[config.mk]
export PLATFORM = sky130hd
export DESIGN_NAME = ssc_serial_port
export DESIGN_NICKNAME = d
export VERILOG_FILES = /design/src/verilog/ssc_pkg.sv /design/src/verilog/ssc_sync.sv /design/src/verilog/ssc_serial_port.sv
export SDC_FILE = /design/constraint.sdc
export NUM_CORES = 1
export LEC_CHECK = 0
export BUFFER_PORTS_ARGS = -buffer_cell sky130_fd_sc_hd__clkbuf_2
export CAP_MARGIN = 20
export CORE_MARGIN = 4
export CORE_UTILIZATION = 45
export CTS_CLUSTER_SIZE = 8
export DETAILED_ROUTE_END_ITERATION = 6
export GPL_ROUTABILITY_DRIVEN = 0
export HOLD_SLACK_MARGIN = 0.06
export PLACE_DENSITY = 0.72
export SLEW_MARGIN = 20
export SYNTH_ARGS = -nofsm -noshare
export SYNTH_HDL_FRONTEND = slang
export SYNTH_SLANG_ARGS = --single-unit
[constraint.sdc]
create_clock -name clk_sys -period 2.79 [get_ports clk_sys]
set_input_delay 0.558 -clock clk_sys [delete_from_list [all_inputs] [get_ports clk_sys]]
set_output_delay 0.558 -clock clk_sys [all_outputs]
set_load 0.01 [all_outputs]
[src/verilog/ssc_pkg.sv]
package ssc_pkg;

  // Module address: fixed upper five bits, selectable low two bits
  localparam logic [4:0] ADDR_FIXED      = 5'h18;
  localparam logic [1:0] ADDR_ALWAYS_OK  = 2'h1;

  // Bits in one byte, counted on the serial clock
  localparam logic [3:0] BYTE_BITS       = 4'h8;
  localparam logic [3:0] FIRST_BIT_SENT  = 4'h1;

  // Write byte slots after the address byte
  localparam logic [1:0] SLOT_DIV_HIGH   = 2'h0;
  localparam logic [1:0] SLOT_DIV_LOW    = 2'h1;
  localparam logic [1:0] SLOT_CONTROL    = 2'h2;
  localparam logic [1:0] SLOT_PORT       = 2'h3;
  localparam int         SLOT_FLAG_BIT   = 7;

  // Status byte fields
  localparam int         STAT_POR_BIT    = 7;
  localparam int         STAT_LOCK_BIT   = 6;
  localparam logic [2:0] STAT_ZERO_FIELD = 3'h0;

  // Band output levels
  localparam logic [1:0] BAND_LOWEST     = 2'h0;
  localparam logic [1:0] BAND_MID        = 2'h1;
  localparam logic [1:0] BAND_HIGH       = 2'h2;
  localparam logic [1:0] BAND_SUPPLY     = 2'h3;

  // Follower port patterns {c, b, a} in port-source band mode
  localparam logic [2:0] FOL_PAT_LOWEST  = 3'h6;
  localparam logic [2:0] FOL_PAT_MID     = 3'h5;
  localparam logic [2:0] FOL_PAT_HIGH    = 3'h3;

  // Values after power-on
  localparam logic [14:0] DIVIDER_RESET  = 15'h0000;
  localparam logic        POR_RESET      = 1'b1;

  // Synchroniser depth for every pin input
  localparam int         SYNC_STAGES     = 2;

  typedef enum logic [2:0] {
    ST_IDLE,
    ST_ADDR,
    ST_ADDR_ACK,
    ST_WR_DATA,
    ST_WR_ACK,
    ST_RD_DATA,
    ST_RD_ACK,
    ST_SKIP
  } ssc_state_e;

  // Control byte, bits 6..0
  typedef struct packed {
    logic       pump_current_select;
    logic       test_route_bit;
    logic       pump_tristate_bit;
    logic       band_source_select;
    logic [1:0] band_code_bits;
    logic       amp_off_bit;
  } ssc_ctrl_s;

  // Port byte, bits 7..0
  typedef struct packed {
    logic follower_port_c;
    logic adc_shared_port;
    logic follower_port_b;
    logic follower_port_a;
    logic unused_bit;
    logic collector_port_c;
    logic collector_port_b;
    logic collector_port_a;
  } ssc_port_s;

  localparam ssc_ctrl_s CTRL_RESET = '0;
  localparam ssc_port_s PORT_RESET = '0;

endpackage : ssc_pkg

[src/verilog/ssc_sync.sv]
`timescale 1ns/1ps

// Multi-stage synchroniser bank for pin inputs
module ssc_sync #(
  parameter int WIDTH  = 1,
  parameter int STAGES = ssc_pkg::SYNC_STAGES
) (
  input  wire logic             clk_sys,
  input  wire logic             rst_n,
  input  wire logic [WIDTH-1:0] async_in,
  output logic      [WIDTH-1:0] sync_out
);

  logic [WIDTH-1:0] stage_ff [STAGES];

  always_ff @(posedge clk_sys or negedge rst_n) begin
    if (!rst_n) begin
      for (int i = 0; i < STAGES; i++) begin
        stage_ff[i] <= '0;
      end
    end else begin
      stage_ff[0] <= async_in;
      for (int i = 1; i < STAGES; i++) begin
        stage_ff[i] <= stage_ff[i-1];
      end
    end
  end

  assign sync_out = stage_ff[STAGES-1];

endmodule : ssc_sync

[src/verilog/ssc_serial_port.sv]
`timescale 1ns/1ps

// Summary of operation
// - First byte top bit picks divider or control
// - Auto-increment byte slots until STOP arrives
// - Power-on: collectors released, followers driven high
// - Port byte bit order fixed, bit 3 ignored
// - Pump current select: 0 low, 1 high
// - Test bit routes clocks onto two ports
// - Tristate bit floats the charge-pump output
// - Amp-off bit disables tuning amplifier drive
// - Band code bits choose band level
// - Follower patterns choose band level instead
// - Collector bit 1 sinks, 0 releases
// - Follower bit 1 forces low, 0 drives
// - Read address acknowledged, status shifted MSB first
// - Controller acknowledge repeats the status byte
// - Missing acknowledge ends read, data released
// - Status: power-on, lock, zeros, level code
// - Power flag set by reset/brown-out, read clears
// - Lock flag reports phase lock
// - Comparator levels encode into three bits
// - Address from select pin; 01 always matches
module ssc_serial_port (
  input  wire logic        clk_sys,
  input  wire logic        rst_n,
  input  wire logic        scl_in,
  input  wire logic        sda_in,
  output logic             sda_out,
  output logic             sda_oe_n,
  input  wire logic [1:0]  addr_select_pin,
  input  wire logic [3:0]  adc_level_cmp,
  input  wire logic        lock_detect,
  input  wire logic        supply_low,
  input  wire logic        divided_rf_clock,
  input  wire logic        reference_clock,
  output logic [14:0]      divider_ratio,
  output logic             pump_current_high,
  output logic             pump_tristate,
  output logic             amp_off,
  output logic [1:0]       band_voltage_pin,
  output logic [2:0]       collector_oe_n,
  output logic             adc_port_oe_n,
  output logic [2:0]       follower_high
);

  //////////////////////////////////////////////////////////////////////////////
  // Functions
  // Thermometer comparator outputs to level code
  function automatic logic [2:0] level_encode(input logic [3:0] cmp);
    logic [2:0] code;
    code = 3'h0;
    for (int i = 0; i < 4; i++) begin
      if (cmp[i]) begin
        code = 3'(i + 1);
      end
    end
    return code;
  endfunction : level_encode

  // Band level from follower bits {c, b, a}
  function automatic logic [1:0] follower_band(input logic [2:0] pat);
    logic [1:0] lvl;
    lvl = ssc_pkg::BAND_LOWEST;
    if (pat == ssc_pkg::FOL_PAT_MID) begin
      lvl = ssc_pkg::BAND_MID;
    end else if (pat == ssc_pkg::FOL_PAT_HIGH) begin
      lvl = ssc_pkg::BAND_HIGH;
    end
    return lvl;
  endfunction : follower_band

  //////////////////////////////////////////////////////////////////////////////
  // Input synchronisers
  localparam int SW = 12;

  logic [SW-1:0] raw_async;
  logic [SW-1:0] sync_q;
  logic          scl_s;
  logic          sda_s;
  logic [1:0]    addr_sel_s;
  logic [3:0]    adc_cmp_s;
  logic          lock_s;
  logic          supply_low_s;
  logic          div_clk_s;
  logic          ref_clk_s;

  assign raw_async = {scl_in, sda_in, addr_select_pin, adc_level_cmp,
                      lock_detect, supply_low, divided_rf_clock, reference_clock};

  ssc_sync #(
    .WIDTH  (SW),
    .STAGES (ssc_pkg::SYNC_STAGES)
  ) u_sync (
    .clk_sys  (clk_sys),
    .rst_n    (rst_n),
    .async_in (raw_async),
    .sync_out (sync_q)
  );

  assign {scl_s, sda_s, addr_sel_s, adc_cmp_s,
          lock_s, supply_low_s, div_clk_s, ref_clk_s} = sync_q;

  //////////////////////////////////////////////////////////////////////////////
  // Bus condition detection
  logic scl_d_ff;
  logic sda_d_ff;
  logic scl_rise;
  logic scl_fall;
  logic start_cond;
  logic stop_cond;

  always_ff @(posedge clk_sys or negedge rst_n) begin
    if (!rst_n) begin
      scl_d_ff <= 1'b1;
      sda_d_ff <= 1'b1;
    end else begin
      scl_d_ff <= scl_s;
      sda_d_ff <= sda_s;
    end
  end

  assign scl_rise   = scl_s & ~scl_d_ff;
  assign scl_fall   = ~scl_s & scl_d_ff;
  assign start_cond = scl_s & scl_d_ff & sda_d_ff & ~sda_s;
  assign stop_cond  = scl_s & scl_d_ff & ~sda_d_ff & sda_s;

  //////////////////////////////////////////////////////////////////////////////
  // Status byte and address match
  logic       por_ff;
  logic [7:0] status_readback;
  logic       addr_hit;

  always_comb begin
    status_readback                     = '0;
    status_readback[ssc_pkg::STAT_POR_BIT]  = por_ff;
    status_readback[ssc_pkg::STAT_LOCK_BIT] = lock_s;
    status_readback[5:3]                = ssc_pkg::STAT_ZERO_FIELD;
    status_readback[2:0]                = level_encode(adc_cmp_s);
  end

  //////////////////////////////////////////////////////////////////////////////
  // Serial protocol engine
  ssc_pkg::ssc_state_e state_ff;
  logic [3:0]          bit_cnt_ff;
  logic [7:0]          shift_ff;
  logic                is_read_ff;
  logic                master_ack_ff;
  logic                sda_drive_ff;

  assign addr_hit = (shift_ff[7:3] == ssc_pkg::ADDR_FIXED) &&
                    ((shift_ff[2:1] == addr_sel_s) ||
                     (shift_ff[2:1] == ssc_pkg::ADDR_ALWAYS_OK));

  always_ff @(posedge clk_sys or negedge rst_n) begin
    if (!rst_n) begin
      state_ff      <= ssc_pkg::ST_IDLE;
      bit_cnt_ff    <= '0;
      shift_ff      <= '0;
      is_read_ff    <= 1'b0;
      master_ack_ff <= 1'b0;
      sda_drive_ff  <= 1'b0;
    end else if (start_cond) begin
      state_ff     <= ssc_pkg::ST_ADDR;
      bit_cnt_ff   <= '0;
      sda_drive_ff <= 1'b0;
    end else if (stop_cond) begin
      state_ff     <= ssc_pkg::ST_IDLE;
      sda_drive_ff <= 1'b0;
    end else begin
      unique case (state_ff)
        ssc_pkg::ST_IDLE, ssc_pkg::ST_SKIP: begin
          sda_drive_ff <= 1'b0;
        end
        ssc_pkg::ST_ADDR, ssc_pkg::ST_WR_DATA: begin
          if (scl_rise) begin
            shift_ff   <= {shift_ff[6:0], sda_s};
            bit_cnt_ff <= bit_cnt_ff + 4'h1;
          end else if (scl_fall && bit_cnt_ff == ssc_pkg::BYTE_BITS) begin
            bit_cnt_ff <= '0;
            if (state_ff == ssc_pkg::ST_WR_DATA) begin
              sda_drive_ff <= 1'b1;
              state_ff     <= ssc_pkg::ST_WR_ACK;
            end else if (addr_hit) begin
              sda_drive_ff <= 1'b1;
              is_read_ff   <= shift_ff[0];
              state_ff     <= ssc_pkg::ST_ADDR_ACK;
            end else begin
              state_ff <= ssc_pkg::ST_SKIP;
            end
          end
        end
        ssc_pkg::ST_ADDR_ACK: begin
          if (scl_fall) begin
            if (is_read_ff) begin
              shift_ff     <= status_readback;
              sda_drive_ff <= ~status_readback[7];
              bit_cnt_ff   <= ssc_pkg::FIRST_BIT_SENT;
              state_ff     <= ssc_pkg::ST_RD_DATA;
            end else begin
              sda_drive_ff <= 1'b0;
              state_ff     <= ssc_pkg::ST_WR_DATA;
            end
          end
        end
        ssc_pkg::ST_WR_ACK: begin
          if (scl_fall) begin
            sda_drive_ff <= 1'b0;
            state_ff     <= ssc_pkg::ST_WR_DATA;
          end
        end
        ssc_pkg::ST_RD_DATA: begin
          if (scl_fall) begin
            if (bit_cnt_ff == ssc_pkg::BYTE_BITS) begin
              sda_drive_ff <= 1'b0;
              state_ff     <= ssc_pkg::ST_RD_ACK;
            end else begin
              sda_drive_ff <= ~shift_ff[6];
              shift_ff     <= {shift_ff[6:0], 1'b0};
              bit_cnt_ff   <= bit_cnt_ff + 4'h1;
            end
          end
        end
        ssc_pkg::ST_RD_ACK: begin
          if (scl_rise) begin
            master_ack_ff <= ~sda_s;
          end else if (scl_fall) begin
            if (master_ack_ff) begin
              shift_ff     <= status_readback;
              sda_drive_ff <= ~status_readback[7];
              bit_cnt_ff   <= ssc_pkg::FIRST_BIT_SENT;
              state_ff     <= ssc_pkg::ST_RD_DATA;
            end else begin
              sda_drive_ff <= 1'b0;
              state_ff     <= ssc_pkg::ST_SKIP;
            end
          end
        end
      endcase
    end
  end

  // Open-drain data line: only ever pulls low
  assign sda_out  = 1'b0;
  assign sda_oe_n = ~sda_drive_ff;

  //////////////////////////////////////////////////////////////////////////////
  // Power-on flag
  logic read_done;

  // End of read: missing acknowledge, or a bus condition cutting a read short
  assign read_done = ((state_ff == ssc_pkg::ST_RD_ACK) && scl_fall &&
                      !master_ack_ff && !start_cond && !stop_cond) ||
                     ((start_cond || stop_cond) &&
                      ((state_ff == ssc_pkg::ST_RD_DATA) ||
                       (state_ff == ssc_pkg::ST_RD_ACK)));

  always_ff @(posedge clk_sys or negedge rst_n) begin
    if (!rst_n) begin
      por_ff <= ssc_pkg::POR_RESET;
    end else if (supply_low_s) begin
      por_ff <= 1'b1;
    end else if (read_done) begin
      por_ff <= 1'b0;
    end
  end

  //////////////////////////////////////////////////////////////////////////////
  // Write slot sequencing
  logic       wr_byte_done;
  logic       first_ff;
  logic [1:0] slot_ff;
  logic [1:0] slot_now;

  assign wr_byte_done = (state_ff == ssc_pkg::ST_WR_DATA) && scl_fall &&
                        (bit_cnt_ff == ssc_pkg::BYTE_BITS) &&
                        !start_cond && !stop_cond;

  // A leading byte picks its slot from the flag bit
  assign slot_now = !first_ff ? slot_ff :
                    shift_ff[ssc_pkg::SLOT_FLAG_BIT] ? ssc_pkg::SLOT_CONTROL
                                                     : ssc_pkg::SLOT_DIV_HIGH;

  always_ff @(posedge clk_sys or negedge rst_n) begin
    if (!rst_n) begin
      first_ff <= 1'b1;
      slot_ff  <= ssc_pkg::SLOT_DIV_HIGH;
    end else if (state_ff == ssc_pkg::ST_ADDR_ACK) begin
      first_ff <= 1'b1;
    end else if (wr_byte_done) begin
      slot_ff  <= slot_now + 2'h1;
      first_ff <= (slot_now == ssc_pkg::SLOT_PORT);
    end
  end

  //////////////////////////////////////////////////////////////////////////////
  // Programmed registers
  logic [14:0]        divider_ff;
  ssc_pkg::ssc_ctrl_s ctrl_ff;
  ssc_pkg::ssc_port_s port_ff;

  always_ff @(posedge clk_sys or negedge rst_n) begin
    if (!rst_n) begin
      divider_ff <= ssc_pkg::DIVIDER_RESET;
      ctrl_ff    <= ssc_pkg::CTRL_RESET;
      port_ff    <= ssc_pkg::PORT_RESET;
    end else if (wr_byte_done) begin
      unique case (slot_now)
        ssc_pkg::SLOT_DIV_HIGH: divider_ff[14:8] <= shift_ff[6:0];
        ssc_pkg::SLOT_DIV_LOW:  divider_ff[7:0]  <= shift_ff;
        ssc_pkg::SLOT_CONTROL:  ctrl_ff <= ssc_pkg::ssc_ctrl_s'(shift_ff[6:0]);
        ssc_pkg::SLOT_PORT:     port_ff <= ssc_pkg::ssc_port_s'(shift_ff);
      endcase
    end
  end

  //////////////////////////////////////////////////////////////////////////////
  // Output drivers
  logic [1:0] band_ff;
  logic [2:0] collector_oe_n_ff;
  logic       adc_port_oe_n_ff;
  logic [2:0] follower_high_ff;
  logic [2:0] fol_bits;

  assign fol_bits = {port_ff.follower_port_c, port_ff.follower_port_b,
                     port_ff.follower_port_a};

  always_ff @(posedge clk_sys or negedge rst_n) begin
    if (!rst_n) begin
      band_ff <= ssc_pkg::BAND_LOWEST;
    end else if (ctrl_ff.band_source_select) begin
      band_ff <= follower_band(fol_bits);
    end else begin
      band_ff <= ctrl_ff.band_code_bits;
    end
  end

  always_ff @(posedge clk_sys or negedge rst_n) begin
    if (!rst_n) begin
      collector_oe_n_ff <= 3'h7;
      adc_port_oe_n_ff  <= 1'b1;
      follower_high_ff  <= 3'h7;
    end else begin
      collector_oe_n_ff[0] <= ~port_ff.collector_port_a;
      collector_oe_n_ff[1] <= ~port_ff.collector_port_b;
      if (ctrl_ff.test_route_bit) begin
        collector_oe_n_ff[2] <= div_clk_s;
        adc_port_oe_n_ff     <= ref_clk_s;
      end else begin
        collector_oe_n_ff[2] <= ~port_ff.collector_port_c;
        adc_port_oe_n_ff     <= ~port_ff.adc_shared_port;
      end
      follower_high_ff <= ~fol_bits;
    end
  end

  assign divider_ratio     = divider_ff;
  assign pump_current_high = ctrl_ff.pump_current_select;
  assign pump_tristate     = ctrl_ff.pump_tristate_bit;
  assign amp_off           = ctrl_ff.amp_off_bit;
  assign band_voltage_pin  = band_ff;
  assign collector_oe_n    = collector_oe_n_ff;
  assign adc_port_oe_n     = adc_port_oe_n_ff;
  assign follower_high     = follower_high_ff;

endmodule : ssc_serial_port

## Yosys cells after proc, flatten, opt, wreduce, memory -nomap -nowiden

Cells that the tools add are included.

- Bits in latches: 0
- Output and inout port bits: 29
- Input port bits: 14
- Bits in writable memories: 0
- Flip-flop bits (word level): 86
- Memory bits (read-only): 0
- Memories kept: 0
- Logic and storage cells: 204

- Reductions and logical operators: 38
- Divide/modulo/power cells: 0
- Add/sub/neg operators: 2
- Multiplexer cells: 66
- $mul: 0
- Shift-type cells: 0
- Bitwise logic cells: 24
- Magnitude comparators: 0
- Equal/unequal tests: 42

Operators by type and width:

| operator | number |
|---|---|
| $mux 8 | 8 |
| $mux 4 | 11 |
| $mux 3 | 14 |
| $ne 4x4->1 const B | 8 |
| $pmux 8 s4 | 1 |
| $mux 1 | 21 |
| $ne 3x3->1 const B | 7 |
| $ne 2x2->1 const B | 9 |
| $mux 2 | 8 |
| $not 1->1 | 16 |
| $pmux 4 s4 | 1 |
| $eq 3x3->1 const B | 5 |
| $pmux 3 s5 | 1 |
| $logic_and 1x1->1 | 11 |
| $reduce_and 11->1 | 1 |
| $reduce_and 10->1 | 1 |
| $reduce_and 2->1 | 5 |
| $eq 3x2->1 const B | 3 |
| $reduce_and 9->1 | 1 |
| $reduce_and 8->1 | 1 |
| $and 1x1->1 | 7 |
| $reduce_and 7->1 | 1 |
| $reduce_bool 7->1 | 1 |
| $pmux 1 s6 | 1 |
| 20 further kinds | 29 |

## Depth between registers and ports, before layout

- Word-level depth: 10
- Depth in mapped cells: 8
- Mapped depth without buffers: 7

## Hierarchy

From an unflattened synthesis, not the netlist that was laid out.

- Cell total of the unflattened synthesis: 310
- Area, all modules: 3821.2 µm²

By module, submodules not included:

| module | instances | area an instance (µm²) | seq. area each (µm²) | cells an instance |
|---|---|---|---|---|
| ssc_serial_port | 1 | 3130.5 | 1565.3 | 274 |
| ssc_sync | 1 | 690.7 | 600.6 | 36 |

## Worst setup path after synthesis

No wires, ideal clock.

- Kind: register -> register
- Start: register bit_cnt_ff[0]
- End: register divider_ff[0], in the netlist divider_ratio[0]
- Arrival: 1.598 ns
- Stages on the path, launching flop included: 9
- Buffers on the path: 1
- Setup slack: 1.067 ns
- Data required time: 2.665 ns
- Cells stage by stage: dfrtp_1 inv_1 ha_1 nand3b_4 nor2_2 and3_4 buf_12 nand2_8 mux2_4

- Cells in the longest elaborated chain, start to end: 5

RTL lines:

| what | RTL line | RTL |
|---|---|---|
| start: declaration | ssc_serial_port.sv:145 | `logic [3:0] bit_cnt_ff;` |
| start signal: assignment | ssc_serial_port.sv:178 | `bit_cnt_ff <= bit_cnt_ff + 4'h1;` |
| start signal: assignment | ssc_serial_port.sv:198 | `bit_cnt_ff <= ssc_pkg::FIRST_BIT_SENT;` |
| start signal: assignment | ssc_serial_port.sv:220 | `bit_cnt_ff <= bit_cnt_ff + 4'h1;` |
| $eq 4x4->1 | ssc_serial_port.sv:276 | `(bit_cnt_ff == ssc_pkg::BYTE_BITS) &&` |
| $logic_and 1x1->1 | ssc_serial_port.sv:275 | `assign wr_byte_done = (state_ff == ssc_pkg::ST_WR_DATA) && scl_fall &&` |
| $logic_and 1x1->1 | ssc_serial_port.sv:276 |  |
| $logic_and 1x1->1 | ssc_serial_port.sv:277 | `!start_cond && !stop_cond;` |
| $reduce_and 2->1 (no source line) | -- |  |
| end signal: assignment | ssc_serial_port.sv:304 | `divider_ff <= ssc_pkg::DIVIDER_RESET;` |
| end signal: assignment | ssc_serial_port.sv:310 | `ssc_pkg::SLOT_DIV_LOW: divider_ff[7:0] <= shift_ff;` |
| end: declaration | ssc_serial_port.sv:298 | `logic [14:0] divider_ff;` |

Every way passes these cells.
A chain may end at the register's enable or synchronous reset.

## Final worst setup path

- Start: register state_ff[1]
- End: register shift_ff[0]

- Cells in the longest elaborated chain, start to end: 4
- Elaborated cells between the ends (all ways): 17
- Classes of those cells: eq/ne (13); mux (1); reduce/logical (3)

RTL lines:

| what | RTL line | RTL |
|---|---|---|
| start: declaration | ssc_serial_port.sv:144 | `ssc_pkg::ssc_state_e state_ff;` |
| start signal: assignment | ssc_serial_port.sv:157 | `state_ff <= ssc_pkg::ST_IDLE;` |
| start signal: assignment | ssc_serial_port.sv:164 | `state_ff <= ssc_pkg::ST_ADDR;` |
| start signal: assignment | ssc_serial_port.sv:168 | `state_ff <= ssc_pkg::ST_IDLE;` |
| $eq 3x2->1 or $eq 3x1->1 (tied branches) | ssc_serial_port.sv:171 | `unique case (state_ff)` |
| $reduce_or 2->1 | ssc_serial_port.sv:171 |  |
| $reduce_bool 4->1 (no source line) or $ne 2x2->1 (tied branches) | -- |  |
| $reduce_and 11->1 (no source line) | -- |  |
| end signal: assignment | ssc_serial_port.sv:177 | `shift_ff <= {shift_ff[6:0], sda_s};` |
| end signal: assignment | ssc_serial_port.sv:196 | `shift_ff <= status_readback;` |
| end signal: assignment | ssc_serial_port.sv:219 | `shift_ff <= {shift_ff[6:0], 1'b0};` |
| end: declaration | ssc_serial_port.sv:146 | `logic [7:0] shift_ff;` |

Several ways; a longest one is shown, not always the timed one.

==> impl_metrics.py <==
metrics = {
    "run_status": {
        "status": "complete, no violations",
    },
    "synthesis": {
        "ys_ff_latch": 86,
        "avgSynthCellArea_um2": 13.4,
        "synthesis.nets": 311,
        "synthTopCellsByArea": "dfrtp_1 (48%), mux2_4 (13%), dfstp_2 (7.4%), nand2_1 (2.4%), nand2_8 (2.1%)",
        "ys.flop_type": "dfrtp_1",
        "synth_enable_flop_cells": 0,
        "async_flop_share_pct": 100,
        "synth_top_area_cell": "dfrtp_1",
        "netlist_instances": 291,
        "ys_warn_count": 0,
        "synth_top_cell_area_share_pct": 48.1,
        "ys_seq_area_share_pct": 55.5,
        "synth.distinct_cells": 66,
        "synth_area_um2": 3900,
    },
    "cts": {
        "post_cts_resize_count": 0,
        "post_cts_buffers": 0,
        "cts.sinks": 86,
        "cts_tree": "yes",
        "htree_num_levels": 3,
        "clkLatencyLatePin_ps": 360,
        "cts-buffers-inserted": 9,
        "cts-root-buf": "clkbuf_8",
        "cts.hold.buffers_added": 0,
        "clock_path_buffers": 2,
        "clk_pin_slew_ps": 90,
    },
    "timing": {
        "slew-limit-headroom_pct": 51.8,
        "setup_ws_ps": 758,
        "worst_pin_slew_ps": 723,
        "grt_setup_unrepaired": "false",
        "period_needed_ps": 2030,
        "clock_skew_ps": 7.94,
        "min_period_over_period_pct": 72.8,
        "final_max_slew_viol_count": 0,
        "setup_tns_ps": 0,
        "fmax_mhz": 492,
        "setup_viol": 0,
        "final_hold_viol_count": 0,
    },
    "placed_design": {
        "dp_slack_ps": 776,
        "dp_hpwl_um": 4820,
        "io_buffers": 41,
    },
    "worst_setup_path": {
        "crit_type": "register to register",
        "rr_endpoint": "shift_ff[0]",
        "slowest_stage": "dfrtp_1",
        "ff2ff_setup_slack_ps": 760,
        "worst-path-max-fanout": 14,
        "arrival_ps": 2280,
        "worst_setup_path_start_kind": "register",
        "reg2regPathDepth": 5,
        "critPathMaxStageDelay_ps": 600,
        "cp-end-kind": "register",
        "crit_chain": "nor2b_1 > buf_4 > nor3_2 > o21ai_4 > mux2_4",
        "required_ps": 3030,
        "cp_top_family": "flip-flops",
        "timing.rr.start": "state_ff[1]",
        "critPathBufInv": 1,
    },
    "finish": {
        "fin_nets": 357,
        "diodes": 0,
        "drive_gt1_share_pct": 36.3,
        "syn2layout_area_growth_pct": 13.2,
    },
    "job": {
        "max-cap-violations": 0,
    },
    "floorplanning": {
        "initial_core_util_pct": 46.8,
        "chipHeight_um": 101,
        "die_area_um2": 10200,
        "row_count": 33,
        "ios": 43,
        "core_um2": 8340,
        "die_w_um": 101,
    },
    "global_routing": {
        "grt_pass1_wl_um": 11600,
        "grt_use_met2_pct": 22.9,
        "grt_util_met3_pct": 4.75,
        "overflow": 0,
        "antenna_found_initial": 0,
        "grt_max_degree": 85,
        "grt-busiest-layer": "met2",
        "use_met1_pct": 18.8,
        "grt_pass1_vias": 2424,
        "grt_usage_pct": 14.5,
    },
    "route": {
        "drtIter0Drc": 98,
        "viasPerCell": 5.23,
        "drt_wl_total_um": 6800,
        "drcViolationCount": 0,
        "avgRoutedWirePerCell_um": 15.2,
        "dr.pass1.iters": 4,
        "vias": 2337,
        "drtAntennaViolNets": 0,
    },
    "power": {
        "cellLeakagePower_nw": 2.21,
        "peakVddDrop_mv": 0.467,
        "powerDensity_nw_per_um2": 789,
    },
    "worst_hold_path": {
        "min_path_type": "input port to async pin",
    },
}
==> stage by stage <==
step	util [%]	cells	hold slack, ps	instance area (um^2)	power (mW)
floorplan	-	291	262	3910	2.32
global placement	50.2	431	332	4190	2.49
detailed placement	50.2	431	335	4190	2.53
CTS	53.0	447	276	4420	3.52
global route	53.0	447	267	4420	3.71
finish	53.0	447	214	4420	3.49
==> synthesized netlist by cell type, types with 2 or more instances <==
cell       count
and3b_1        2
dfrtp_1       75
nor4_1         2
mux2_1         2
nand2b_1       2
a21oi_1        4
o2bb2ai_1      2
nand2_8        4
nand2b_4       2
and3_1         2
o221ai_1       2
nor2_1        14
o21ai_0        9
nor2b_1        9
nand3_1        4
dfstp_2       11
mux2_4        34
buf_6          2
o21bai_1       2
o31ai_1        3
mux2i_1        4
o22ai_1        2
o21ai_1        2
nand2_1       25
buf_4          2
nor3b_1        2
inv_1         19
ha_1           6
a31oi_1        2
o21a_1         3
buf_2          2
==> final cells by class <==
class                           instances  area (um^2)
Tap cell                              105          131
Clock buffer                            9          124
Sequential cell                        86         2170
Inverter                               19         71.3
Multi-Input combinational cell        178         1600
Timing Repair Buffer                   43          226
Fill cell                             707         3920
Clock inverter                          7          105
==> registers in the layout, summed over array words and instances (netlist names), 2 cells and up <==
| name | count |
|---|---|
| collector_oe_n | 3 |
| slot_ff | 2 |
| ctrl_ff | 4 |
| bit_cnt_ff | 4 |
| divider_ratio | 15 |
| u_sync.sync_out | 12 |
| port_ff | 4 |
| shift_ff | 8 |
| state_ff | 3 |
| follower_high | 3 |
| fol_bits | 3 |
| u_sync.stage_ff | 12 |
| band_voltage_pin | 2 |
==> kinds of logic after synthesis <==
| kind of cell | share of synthesized area (%) |
|---|---|
| xor gates and xnor gates | 0.224 |
| buffers and inverters | 3.65 |
| adders and majority gates | 1.92 |
| other | 0.0960 |
| muxes | 15.0 |
| DFF | 55.5 |
| AOI/OAI and AO/OA | 9.68 |
| and+or+nand+nor | 14.0 |
==> layout by cell type, fill, tap and decap left out, drive strengths merged, types with 4 or more instances in the layout <==
cell    netlist  routed
nand2        30      30
mux2i         4       4
mux2         37      37
nor2b         9       9
inv          19      22
ha            6       6
o21ai        13      13
nor2         16      16
dfrtp        75      75
dfstp        11      11
clkbuf        1      49
nand2b        4       4
nand3         5       5
a21oi         4       4
==> where the power goes <==
| part | switching (mW) | leakage [nW] | total (mW) | internal [mW] |
|---|---|---|---|---|
| clock | 0.467 | 0.112 | 0.984 | 0.518 |
| sequential | 0.240 | 1.09 | 1.61 | 1.37 |
| combinational | 0.461 | 1.01 | 0.894 | 0.433 |
==> per-layer routing <==
metal | up-vias | part of all wire (%)
met2 | 76 | 47
met1 | 1146 | 45
li1 | 1103 | -
met5 | - | 0
met3 | 12 | 6.4
met4 | 0 | 1.9
==> worst max-delay path by stage <==
stage	startpoint	end	slack (ps)	cells after the start
after floorplan	bit_cnt_ff[0]	divider_ratio[0]	1070	8
after global placement	state_ff[1]	shift_ff[2]	850	6
after detailed placement	state_ff[1]	shift_ff[6]	780	5
after CTS	state_ff[1]	shift_ff[6]	770	5
after global routing	state_ff[1]	shift_ff[6]	630	5
final	state_ff[1]	shift_ff[0]	760	5
Note: power is estimated with default switching activity, not from simulation.
